$ cat config.mk
export PLATFORM = sky130hd
export DESIGN_NAME = hb_pwm_steer
export DESIGN_NICKNAME = d
export VERILOG_FILES = /design/src/design/hb_steer_pkg.sv /design/src/design/bridge_timer.sv /design/src/design/hb_pwm_steer.sv
export VERILOG_INCLUDE_DIRS = /design/src /design/src/design
export SDC_FILE = /design/constraint.sdc
export NUM_CORES = 1
export LEC_CHECK = 0
export BUFFER_PORTS_ARGS = -buffer_cell sky130_fd_sc_hd__buf_2
export CAP_MARGIN = 20
export CORE_ASPECT_RATIO = 2
export CORE_MARGIN = 1.5
export CORE_UTILIZATION = 61
export CTS_CLUSTER_SIZE = 40
export DETAILED_ROUTE_END_ITERATION = 7
export GPL_TIMING_DRIVEN = 1
export MAX_ROUTING_LAYER = met4
export PLACE_DENSITY = 0.81
export RECOVER_POWER = 25
export SYNTH_ARGS = -nofsm -noshare
export SYNTH_HDL_FRONTEND = slang
export SYNTH_HIERARCHICAL = 1
export SYNTH_SLANG_ARGS = --single-unit
export TNS_END_PERCENT = 100
$ cat constraint.sdc
create_clock -name CLK -period 10 [get_ports CLK]
set_input_delay 0 -clock CLK [delete_from_list [all_inputs] [get_ports CLK]]
set_output_delay 0 -clock CLK [all_outputs]
set_load 0.1 [all_outputs]
$ cat src/design/hb_steer_cfg.svh
`ifndef HB_STEER_CFG_SVH
`define HB_STEER_CFG_SVH

// ************************************************************
// mode field encodings
// ************************************************************
`define MODE_PASSIVE_OFF   2'h0
`define MODE_LS_PWM        2'h1
`define MODE_HS_PWM        2'h2
`define MODE_ACTIVE_OFF    2'h3

// ************************************************************
// widths and defaults
// ************************************************************
`define BRIDGES            3
`define TIME_W             8
`define CLK_PERIOD_NS      4
`define SYNC_STAGES        2

`endif

$ cat src/design/hb_steer_pkg.sv
package hb_steer_pkg;
   typedef enum logic [1:0] {
      PH_IDLE,
      PH_PRE_A,
      PH_PRE_B,
      PH_MAIN
   } phase_e;

   typedef logic [7:0] time_t;
endpackage

$ cat src/design/bridge_timer.sv
`timescale 1ns/100ps
`include "hb_steer_cfg.svh"

// ************************************************************
// per-bridge phase sequencer and switching time measurement
// ************************************************************
module bridge_timer #(
   parameter int TW = `TIME_W
) (
   input  wire logic          clk,
   input  wire logic          rst_n,
   input  wire logic          ce,
   input  wire logic          on_req,
   input  wire logic          off_req,
   input  wire logic          split_en,
   input  wire logic          short_cycle,
   input  wire logic          rise_done,
   input  wire logic          fall_done,
   input  wire logic [TW-1:0] pre_time,
   input  wire logic [TW-1:0] blank_time,
   input  wire logic [TW-1:0] ccp_act_time,
   output logic      [1:0]    cur_step_ff,
   output logic      [TW-1:0] rise_meas_ff,
   output logic      [TW-1:0] fall_meas_ff
);
   hb_steer_pkg::phase_e phase_ff;
   logic [TW-1:0] pcnt_ff;
   logic [TW-1:0] rcnt_ff;
   logic [TW-1:0] fcnt_ff;
   logic          rbusy_ff;
   logic          fbusy_ff;
   logic [TW-1:0] half_time;

   assign half_time = pre_time >> 1;

   // ************************************************************
   // pre-charge / pre-discharge phases
   // ************************************************************
   always_ff @(posedge clk or negedge rst_n)
   begin
      if (!rst_n)
      begin
         phase_ff <= hb_steer_pkg::PH_IDLE;
         pcnt_ff  <= '0;
      end
      else if (ce)
      begin
         unique case (phase_ff)
            hb_steer_pkg::PH_IDLE:
               if (on_req || off_req)
               begin
                  phase_ff <= hb_steer_pkg::PH_PRE_A;
                  pcnt_ff  <= '0;
               end
            hb_steer_pkg::PH_PRE_A:
            begin
               pcnt_ff <= pcnt_ff + 1'b1;
               // one current for the whole window unless split
               if (pcnt_ff + 1'b1 >= pre_time)
                  phase_ff <= hb_steer_pkg::PH_MAIN;
               else if (split_en && (pcnt_ff + 1'b1 >= half_time))
                  phase_ff <= hb_steer_pkg::PH_PRE_B;
            end
            hb_steer_pkg::PH_PRE_B:
            begin
               pcnt_ff <= pcnt_ff + 1'b1;
               if (pcnt_ff + 1'b1 >= pre_time)
                  phase_ff <= hb_steer_pkg::PH_MAIN;
            end
            hb_steer_pkg::PH_MAIN:
               phase_ff <= hb_steer_pkg::PH_IDLE;
         endcase
      end
   end

   // current step select: 1 first part, 2 second part, 0 otherwise
   always_ff @(posedge clk or negedge rst_n)
   begin
      if (!rst_n)
         cur_step_ff <= 2'h0;
      else if (ce)
         cur_step_ff <= (phase_ff == hb_steer_pkg::PH_PRE_A) ? 2'h1 :
                        (phase_ff == hb_steer_pkg::PH_PRE_B) ? 2'h2 : 2'h0;
   end

   // ************************************************************
   // rise / fall measurement
   // ************************************************************
   always_ff @(posedge clk or negedge rst_n)
   begin
      if (!rst_n)
      begin
         rbusy_ff     <= 1'b0;
         rcnt_ff      <= '0;
         rise_meas_ff <= '0;
      end
      else if (ce)
      begin
         if (on_req)
         begin
            rbusy_ff <= 1'b1;
            rcnt_ff  <= '0;
         end
         else if (rbusy_ff)
         begin
            rcnt_ff <= rcnt_ff + 1'b1;
            if (short_cycle)
            begin
               rbusy_ff     <= 1'b0;
               rise_meas_ff <= '0;
            end
            else if (rise_done)
            begin
               rbusy_ff     <= 1'b0;
               rise_meas_ff <= rcnt_ff;
            end
            else if (rcnt_ff + 1'b1 >= blank_time)
            begin
               rbusy_ff     <= 1'b0;
               rise_meas_ff <= '0;
            end
         end
      end
   end

   always_ff @(posedge clk or negedge rst_n)
   begin
      if (!rst_n)
      begin
         fbusy_ff     <= 1'b0;
         fcnt_ff      <= '0;
         fall_meas_ff <= '0;
      end
      else if (ce)
      begin
         if (off_req)
         begin
            fbusy_ff <= 1'b1;
            fcnt_ff  <= '0;
         end
         else if (fbusy_ff)
         begin
            fcnt_ff <= fcnt_ff + 1'b1;
            if (short_cycle)
            begin
               fbusy_ff     <= 1'b0;
               fall_meas_ff <= '0;
            end
            else if (fall_done)
            begin
               fbusy_ff     <= 1'b0;
               fall_meas_ff <= fcnt_ff;
            end
            else if (fcnt_ff + 1'b1 >= ccp_act_time)
            begin
               fbusy_ff     <= 1'b0;
               fall_meas_ff <= '0;
            end
         end
      end
   end
endmodule // bridge_timer

$ cat src/design/hb_pwm_steer.sv
`timescale 1ns/100ps
`include "hb_steer_cfg.svh"

//Function
//- mode 11 actively holds both switches off
//- split off: one current per phase
//- split on: two sub-intervals per phase
//- short on/off time: PWM switch active
//- short cycle: opposite switch stays off
//- report times of PWM or active switch
//- rise not ended in blank: zero
//- fall not ended in ccp: zero
//- both short: all times zero
//- six-input scheme: each switch own input
//- six-input mode 00: passive off
//- mode 01 no detect: low side active
//- mode 10 no detect: high side active
//- detect on: roles from switch node
//- mode 01 truth table of input pair
//- mode 10 truth table of input pair
//- inputs paired 1-2, 3-4, 5-6
//- three-input: inputs 1, 3, 5
//- three-input mode 01 and 10 behaviour
//- freewheel needs bit, enable, three-input
//- classify roles before each activation
module hb_pwm_steer #(
   parameter int NB = `BRIDGES,
   parameter int TW = `TIME_W
) (
   input  wire logic              CLK,
   input  wire logic              RST_N,
   input  wire logic              CE,
   input  wire logic [5:0]        PWM_IN,
   input  wire logic              INPUT_COUNT_SELECT,
   input  wire logic              ROLE_DETECT_ENABLE,
   input  wire logic              SPLIT_PRECHARGE_ENABLE,
   input  wire logic [NB-1:0]     BRIDGE_PWM_ENABLE,
   input  wire logic [NB-1:0]     ACTIVE_FREEWHEEL_ENABLE,
   input  wire logic [2*NB-1:0]   BRIDGE_MODE_SELECT,
   input  wire logic [NB-1:0]     NODE_ABOVE_HIGH,
   input  wire logic [NB-1:0]     NODE_BELOW_LOW,
   input  wire logic [NB-1:0]     RISE_DONE,
   input  wire logic [NB-1:0]     FALL_DONE,
   input  wire logic [TW-1:0]     PRECHARGE_TIME,
   input  wire logic [TW-1:0]     VDS_BLANK_TIME,
   input  wire logic [TW-1:0]     CCP_ACTIVE_TIME,
   input  wire logic [TW-1:0]     CCP_FREEWHEEL_TIME,
   output logic      [NB-1:0]     HIGH_SIDE_SWITCH,
   output logic      [NB-1:0]     LOW_SIDE_SWITCH,
   output logic      [NB-1:0]     ACTIVE_OFF,
   output logic      [NB-1:0]     ACTIVE_IS_HIGH,
   output logic      [2*NB-1:0]   CURRENT_STEP,
   output logic      [2*TW*NB-1:0] MEASURED_DELAY_STATUS
);
   logic [1:0] rst_sync_ff;
   logic       rst_n_i;
   logic [5:0] pwm_s1_ff;
   logic [5:0] pwm_s2_ff;

   // ************************************************************
   // reset release
   // ************************************************************
   always_ff @(posedge CLK or negedge RST_N)
   begin
      if (!RST_N)
         rst_sync_ff <= 2'h0;
      else
         rst_sync_ff <= {rst_sync_ff[0], 1'b1};
   end
   assign rst_n_i = rst_sync_ff[1];

   // ************************************************************
   // input synchroniser
   // ************************************************************
   always_ff @(posedge CLK or negedge rst_n_i)
   begin
      if (!rst_n_i)
      begin
         pwm_s1_ff <= 6'h00;
         pwm_s2_ff <= 6'h00;
      end
      else if (CE)
      begin
         pwm_s1_ff <= PWM_IN;
         pwm_s2_ff <= pwm_s1_ff;
      end
   end

   // decode desired switch pair {hs, ls} for one bridge
   function automatic logic [1:0] steer(
      input logic [1:0] mode,
      input logic       six,
      input logic       en,
      input logic       afw,
      input logic       odd,
      input logic       even,
      input logic       short_c
   );
      logic [1:0] r;
      r = 2'b00;
      if (mode == `MODE_ACTIVE_OFF || mode == `MODE_PASSIVE_OFF)
         r = 2'b00;
      else if (!en)
         r = 2'b00;
      else if (six)
      begin
         // pair decoding; equal inputs keep both off
         if (odd != even)
         begin
            if (mode == `MODE_LS_PWM)
               r = odd ? 2'b01 : 2'b10;
            else
               r = odd ? 2'b10 : 2'b01;
         end
      end
      else if (mode == `MODE_LS_PWM)
         r = odd ? 2'b01 : 2'b00;
      else
      begin
         // freewheel only outside short cycles
         if (odd)
            r = 2'b10;
         else if (afw && !short_c)
            r = 2'b01;
      end
      return r;
   endfunction

   // ************************************************************
   // per-bridge steering
   // ************************************************************
   genvar b;
   generate
      for (b = 0; b < NB; b++)
      begin : g_br
         logic [1:0]    mode;
         logic          odd;
         logic          even;
         logic          afw;
         logic [1:0]    want;
         logic          prev_odd_ff;
         logic [TW-1:0] hi_cnt_ff;
         logic [TW-1:0] lo_cnt_ff;
         logic          short_on_ff;
         logic          short_off_ff;
         logic          short_c;
         logic          act_hi_ff;
         logic          on_req;
         logic          off_req;
         logic [1:0]    step;
         logic [TW-1:0] rise_m;
         logic [TW-1:0] fall_m;

         assign mode = BRIDGE_MODE_SELECT[2*b+1:2*b];
         assign odd  = pwm_s2_ff[2*b];
         assign even = pwm_s2_ff[2*b+1];
         assign afw  = ACTIVE_FREEWHEEL_ENABLE[b] & BRIDGE_PWM_ENABLE[b] &
                       ~INPUT_COUNT_SELECT;
         assign short_c = short_on_ff | short_off_ff;
         assign want = steer(mode, INPUT_COUNT_SELECT, BRIDGE_PWM_ENABLE[b],
                             afw, odd, even, short_c);
         assign on_req  = odd & ~prev_odd_ff;
         assign off_req = ~odd & prev_odd_ff;

         // edge memory of the controlling input
         always_ff @(posedge CLK or negedge rst_n_i)
         begin
            if (!rst_n_i)
               prev_odd_ff <= 1'b0;
            else if (CE)
               prev_odd_ff <= odd;
         end

         // widths saturate so a stuck input never wraps back to short
         always_ff @(posedge CLK or negedge rst_n_i)
         begin
            if (!rst_n_i)
               hi_cnt_ff <= '0;
            else if (CE)
            begin
               if (odd)
                  hi_cnt_ff <= (hi_cnt_ff == '1) ? hi_cnt_ff : hi_cnt_ff + 1'b1;
               else
                  hi_cnt_ff <= '0;
            end
         end

         always_ff @(posedge CLK or negedge rst_n_i)
         begin
            if (!rst_n_i)
               lo_cnt_ff <= '0;
            else if (CE)
            begin
               if (!odd)
                  lo_cnt_ff <= (lo_cnt_ff == '1) ? lo_cnt_ff : lo_cnt_ff + 1'b1;
               else
                  lo_cnt_ff <= '0;
            end
         end

         // last measured widths; a short pulse gives up role detection
         always_ff @(posedge CLK or negedge rst_n_i)
         begin
            if (!rst_n_i)
            begin
               short_on_ff  <= 1'b0;
               short_off_ff <= 1'b0;
            end
            else if (CE)
            begin
               if (off_req)
                  short_on_ff <= (hi_cnt_ff < CCP_FREEWHEEL_TIME);
               if (on_req)
                  short_off_ff <= (lo_cnt_ff < CCP_ACTIVE_TIME);
            end
         end

         // role of the switches, sampled right before activation
         always_ff @(posedge CLK or negedge rst_n_i)
         begin
            if (!rst_n_i)
               act_hi_ff <= 1'b0;
            else if (CE && on_req)
            begin
               if (short_c || !ROLE_DETECT_ENABLE)
                  act_hi_ff <= (mode == `MODE_HS_PWM);
               else if (NODE_ABOVE_HIGH[b])
                  act_hi_ff <= 1'b0;
               else if (NODE_BELOW_LOW[b])
                  act_hi_ff <= 1'b1;
               else
                  act_hi_ff <= (mode == `MODE_HS_PWM);
            end
         end

         // break before make; never both on
         always_ff @(posedge CLK or negedge rst_n_i)
         begin
            if (!rst_n_i)
            begin
               HIGH_SIDE_SWITCH[b] <= 1'b0;
               LOW_SIDE_SWITCH[b]  <= 1'b0;
            end
            else if (CE)
            begin
               HIGH_SIDE_SWITCH[b] <= want[1] & ~LOW_SIDE_SWITCH[b] & ~want[0];
               LOW_SIDE_SWITCH[b]  <= want[0] & ~HIGH_SIDE_SWITCH[b] & ~want[1];
            end
         end

         // active hold is its own driver state, not merely both off
         always_ff @(posedge CLK or negedge rst_n_i)
         begin
            if (!rst_n_i)
               ACTIVE_OFF[b] <= 1'b0;
            else if (CE)
               ACTIVE_OFF[b] <= (mode == `MODE_ACTIVE_OFF);
         end

         always_ff @(posedge CLK or negedge rst_n_i)
         begin
            if (!rst_n_i)
               ACTIVE_IS_HIGH[b] <= 1'b0;
            else if (CE)
               ACTIVE_IS_HIGH[b] <= act_hi_ff;
         end

         // measures whichever switch is the active one
         bridge_timer #(
            .TW (TW)
         ) u_timer (
            .clk          (CLK),
            .rst_n        (rst_n_i),
            .ce           (CE),
            .on_req       (on_req & BRIDGE_PWM_ENABLE[b]),
            .off_req      (off_req & BRIDGE_PWM_ENABLE[b]),
            .split_en     (SPLIT_PRECHARGE_ENABLE),
            .short_cycle  (short_on_ff & short_off_ff),
            .rise_done    (RISE_DONE[b]),
            .fall_done    (FALL_DONE[b]),
            .pre_time     (PRECHARGE_TIME),
            .blank_time   (VDS_BLANK_TIME),
            .ccp_act_time (CCP_ACTIVE_TIME),
            .cur_step_ff  (step),
            .rise_meas_ff (rise_m),
            .fall_meas_ff (fall_m)
         );

         always_ff @(posedge CLK or negedge rst_n_i)
         begin
            if (!rst_n_i)
            begin
               CURRENT_STEP[2*b+1:2*b]                <= 2'h0;
               MEASURED_DELAY_STATUS[2*TW*b +: 2*TW]  <= '0;
            end
            else if (CE)
            begin
               CURRENT_STEP[2*b+1:2*b]                <= step;
               MEASURED_DELAY_STATUS[2*TW*b +: 2*TW]  <= {fall_m, rise_m};
            end
         end
      end
   endgenerate
endmodule // hb_pwm_steer

# After elaboration in Yosys (flattened, before gate mapping)
# Index checks and enable logic that the tools add are counted.
op_classes:
  n_addsub: 15
  n_lt_le_gt_ge: 18
  eq_ne: 42
  muxes: 141
  n_bitwise: 61
  n_reduce_logical: 76
op_table:
  columns: ["op", "n"]
  rows:
  - ["$mux 8", 45]
  - ["$add 8x1->8 const B", 15]
  - ["$mux 2", 45]
  - ["$ge 8x8->1", 9]
  - ["$eq 8x8->1 const B", 6]
  - ["$lt 8x8->1", 6]
  - ["$pmux 8 s2", 3]
  - ["$mux 1", 45]
  - ["$reduce_and 2->1", 18]
  - ["$reduce_and 4->1", 9]
  - ["$and 1x1->1", 33]
  - ["$not 1->1", 25]
  - ["$eq 2x2->1 const B", 12]
  - ["$ge 8x7->1", 3]
  - ["$pmux 2 s4", 3]
  - ["$reduce_bool 2->1", 9]
  - ["$reduce_bool 3->1", 6]
  - ["$eq 2x1->1 const B", 6]
  - ["$logic_not 2->1", 6]
  - ["$ne 2x1->1 const B", 6]
  - ["$ne 2x2->1 const B", 6]
  - ["$logic_and 1x1->1", 9]
  - ["$logic_or 1x1->1", 9]
  - ["$ne 3x1->1 const B", 3]
  - ["other kinds (5)", 16]
word_totals:
  regBits: 278

# Logic depth before layout (Yosys ltp)
depth:
  ltp_word: 11
  depth_mapped: 11
  ltp_nobuf: 11

# Hierarchy
# Netlist, hierarchy kept.
by_module_without_submodules:
  columns: ["module", "instances", "cells_each", "area_each_um2", "seq_area_each_um2"]
  rows:
  - ["bridge_timer", 3, 291, 2886.5, 1151.1]
  - ["hb_pwm_steer", 1, 698, 7624.8, 3503.4]

# Worst setup path after synthesis
# No wires, ideal clock.
synth_path:
  path_kind: "register to register"
  startpoint: "reg g_br[0].u_timer.pcnt_ff[0]"
  endpoint: "reg g_br[0].u_timer.phase_ff[0]"
  setup_ns: 0.122
  t_arrival_ns: 2.254
  required_ns: 9.878
  setup_slack_ns: 7.624
  stages_incl_launch_ff: 11
  path_cell_list: "dfrtp_1 > nand3_2 > o31a_1 > nor2_1 > inv_1 > ha_1 > nand4_1 > a211o_1 > a31oi_1 > o211ai_1 > a32o_1"
synth_between:
  elab_chain_cells: 5
  elab_cells_between_ends: 9
synth_rtl:
  columns: ["item", "line_no", "text"]
  rows:
  - ["start: declaration", "bridge_timer.sv:27", "logic [TW-1:0] pcnt_ff;"]
  - ["start signal: assignment", "bridge_timer.sv:57", "pcnt_ff <= pcnt_ff + 1'b1;"]
  - ["start signal: assignment", "bridge_timer.sv:66", "pcnt_ff <= pcnt_ff + 1'b1;"]
  - ["$add 8x1->8 (*)", "bridge_timer.sv:59, bridge_timer.sv:61, bridge_timer.sv:67", null]
  - ["$ge 8x7->1", "bridge_timer.sv:61", "else if (split_en && (pcnt_ff + 1'b1 >= half_time))"]
  - ["$logic_and 1x1->1", "bridge_timer.sv:61", null]
  - ["$ne 3x1->1 (no line)", null, null]
  - ["$reduce_and 4->1 (no line)", null, null]
  - ["end signal: assignment", "bridge_timer.sv:60", "phase_ff <= hb_steer_pkg::PH_MAIN;"]
  - ["end signal: assignment", "bridge_timer.sv:62", "phase_ff <= hb_steer_pkg::PH_PRE_B;"]
  - ["end signal: assignment", "bridge_timer.sv:68", "phase_ff <= hb_steer_pkg::PH_MAIN;"]
  - ["end: declaration", "bridge_timer.sv:26", "hb_steer_pkg::phase_e phase_ff;"]
# Every way passes the cells marked *; elsewhere a longest branch is shown, timed or not.
# A chain may end at the register's enable or synchronous reset.

==> out/results.ini <==
[run_status]
status = complete, but fails checks
failed_checks = max-capacitance violations, max-slew violations

[timing]
fmax_ghz = 0.187
clock_skew_ps = 13.8
min_period_over_period = 0.536
slew_violations = 150
finalSetupTns_ps = 0
hold_violations = 0
setup_viol = 0
worstMarginPinSlew_ps = 2910
min_period_ps = 5360
rsz0062_at_grt = no
slew_headroom = -0.940

[min_path]
hold_start = CCP_FREEWHEEL_TIME[0]
hold_path_depth = 5
hold_path_class = input port to register
min_to = g_br[1].short_on_ff

[critical_path]
cp_slowest_cell = clkbuf_1
reg2reg_from = pwm_s2_ff[4]
rr_endpoint = g_br[2].u_timer/phase_ff[0]
worstPathBufferInverterCount = 6
crit_family = buffers and inverters
required_ps = 10490
cp_cell_sequence = dlygate4sd3_1 -> clkbuf_1 -> buf_4 -> inv_2 -> or4b_1 -> dlygate4sd3_1 -> o32ai_1 -> dlygate4sd3_1
cp_common_cell = dlygate4sd3_1
crit_type = input port to register
crit_fanout = 64
cp-start-kind = input port
crit_path_end_kind = register
crit_path_max_incr_delay_ps = 2030
worst-r2r-cell-count = 8
r2r_setup_slack_ps = 7080
cp.arrival_ps = 5850

[pwr]
peakVddDrop_uv = 233
seq_power_share = 0.402
power.internal_mw = 2.27
power.density_nw_per_um2 = 197
p_comb_frac = 0.304
switching_power_mw = 1.35
pwr-share-clk = 0.294
switching_share = 0.372
cellLeakagePower_nw = 9.22

[clock_tree]
cts.reportedPaths.clkPinSlew_ps = 70
cts_num_sinks = 278
clk_latency_ps = 550
cts_tree = built
numCtsBuffers = 26
clockBufferDepth = 3
cts_root_buffer = clkbuf_16
cts.htree.levels = 1

[routing]
wl_per_cell_um = 19.5
drcViolationCount = 0
drt.antenna.violating_nets = 0
dr.first_iter.drc_count = 796
routed_wl_um = 40800
wl_met1_um = 14400
wl_met2_um = 21600
drt-vias-per-instance = 6.29
dr_total_vias = 13200
dr.pass1.iters = 8
top_layer = met4
met3_length_um = 1920

[floorplanning]
start_util = 0.620
rows = 84
core_um2 = 26300
io_pins = 134
dieHeight_um = 234
die_width_um = 119
die-area_um2 = 27700

[yosys]
synth_edf_count = 0
syn_nets = 1816
synth_top_cell_area_share = 0.427
netlist_area_um2 = 16300
synth_commonest_cells = dfrtp_1 (278), ha_1 (177), nand2_1 (116)
synthArstFlopShare = 1.00
ys_top_cells_by_area = dfrtp_1 (43%), ha_1 (14%), mux2_2 (5.7%), a22o_1 (4.5%), nand2_1 (2.7%)
yosysSeqAreaShare = 0.427
yosysTopAreaCell = dfrtp_1
synth_cell_types = 73
yosysMostFrequentCell = dfrtp_1
syn_avg_cell_area_um2 = 10.4
postSynthCellCount = 1571
ys_warn_count = 6
ys_ff_latch = 278
ys.flop_type = dfrtp_1

[placement]
portBuffers = 133
numPlacedInstances = 2013
place_congestion = 0.947
hpwlAfterDp_um = 29700

[final_layout]
final_nets = 1977
area_growth_pct = 13.2
fin_cells = 2096
drive_above_1_share = 0.125

[global_routing]
grt_max_degree = 161
grt_pass1_wl_um = 66000
antenna_found_initial = 1
grt_overflow_total = 0
grt_usage = 0.303
grt_pass1_vias = 13700

[job]
max_cap_violations = 3

## stage by stage
stage | power (mW) | setup slack (ps) | instance area, um^2 | util | hold WS (ps)
2_1_floorplan | 2.26 | 1680 | 16300 | - | -296
3_3_place_gp | 2.51 | 7360 | 17300 | 0.657 | -213
3_5_place_dp | 2.56 | 7230 | 17300 | 0.657 | -212
4_1_cts | 3.65 | 6450 | 18500 | 0.705 | 0.488
5_1_grt | 3.82 | 4260 | 18400 | 0.702 | 26.2
6_report | 3.62 | 4640 | 18400 | 0.702 | 24.6
## power by group through the flow
stage | combinational [mW] | sequential [mW] | clock (mW)
after floorplan | 0.608 | 1.65 | 0
after global placement | 1.04 | 1.47 | 0
after detailed placement | 1.09 | 1.47 | 0
after CTS | 1.11 | 1.45 | 1.09
after global routing | 1.21 | 1.48 | 1.13
final | 1.10 | 1.46 | 1.06
## worst register-to-register path: cells and delay by family (launching register included)
family	cells	cell delay, ps
and+or+nand+nor	4	1060
DFF	1	790
buffers and inverters	1	200
AOI/OAI and AO/OA	3	740
## how the worst max path moves through the flow
stage / from / to / slack (ps) / cells after the start
3_5_place_dp: pwm_s2_ff[4] / g_br[2].u_timer/phase_ff[0] / 7230 / 8
3_3_place_gp: pwm_s2_ff[4] / g_br[2].u_timer/phase_ff[0] / 7360 / 8
6_report: CE / LOW_SIDE_SWITCH[0] / 4640 / 8
5_1_grt: CE / LOW_SIDE_SWITCH[0] / 4260 / 8
2_1_floorplan: rst_sync_ff[1] / ACTIVE_IS_HIGH[0] / 1680 / 0
4_1_cts: CE / LOW_SIDE_SWITCH[2] / 6450 / 8
## cells by family after synthesis
logic type               after synthesis  share of synthesized area
AND/OR/NAND/NOR                      414                      0.133
AO/OA/AOI/OAI                        396                      0.172
flip-flops                           278                      0.427
adder cells (fa/ha/maj)              177                      0.136
buffers and inverters                155                     0.0376
multiplexers                          89                     0.0614
XOR/XNOR                              61                     0.0328
other                                  1                   0.000230
## placed cells by master (no fill, tap or decap), types with 11 or more instances in the layout
cell and count:
xnor2_1 25, clkbuf_1 72, nor3_1 15, nand2_1 116, xor2_1 36, ha_1 177
nand4_1 23, a22o_1 84, a32o_1 17, nand2b_1 20, mux2_2 82, o211ai_1 12
a21oi_1 62, o31ai_1 17, nand3_1 44, and2_1 11, dfrtp_1 278, or2_1 11
buf_2 66, a31oi_1 21, inv_1 114, clkbuf_16 26, a41o_1 11, dlygate4sd3_1 35
o21ai_1 24, nor2_1 79, o21ai_0 72, nor2b_1 14, a211oi_1 15, and3_1 27
## routing by layer
layer  track usage  up-vias
li1              -     6089
met1         0.309     6484
met2         0.547      430
met3        0.0343      182
met4         0.200        0
met5             -        -
## state kept, by name, summed over array words and instances, names as in the netlist, 24 cells and up
name	cells
g_br.u_timer/rise_meas_ff	24
g_br.u_timer/fcnt_ff	24
g_br.u_timer/fall_meas_ff	24
MEASURED_DELAY_STATUS	48
g_br.u_timer/rcnt_ff	24
g_br.u_timer/pcnt_ff	24
g_br.hi_cnt_ff	24
g_br.lo_cnt_ff	24
## what timing repair did
item / 4_1_cts / 5_1_grt
endpoints found under the hold margin: 50 / 0
resized for setup: 0 / 0
hold buffers: 35 / 0
setup buffers: 0 / 0
## area by class of cell
type,instances,area (um^2)
well taps,344,430
clock inverters,12,186
clock buffers,35,734
multi-input cells,1138,8710
fillers,1960,7840
flip-flops and latches,278,6960
inverters,115,432
repair buffers,173,978
diodes,1,2.50
Power figures use the tool's default switching activity.
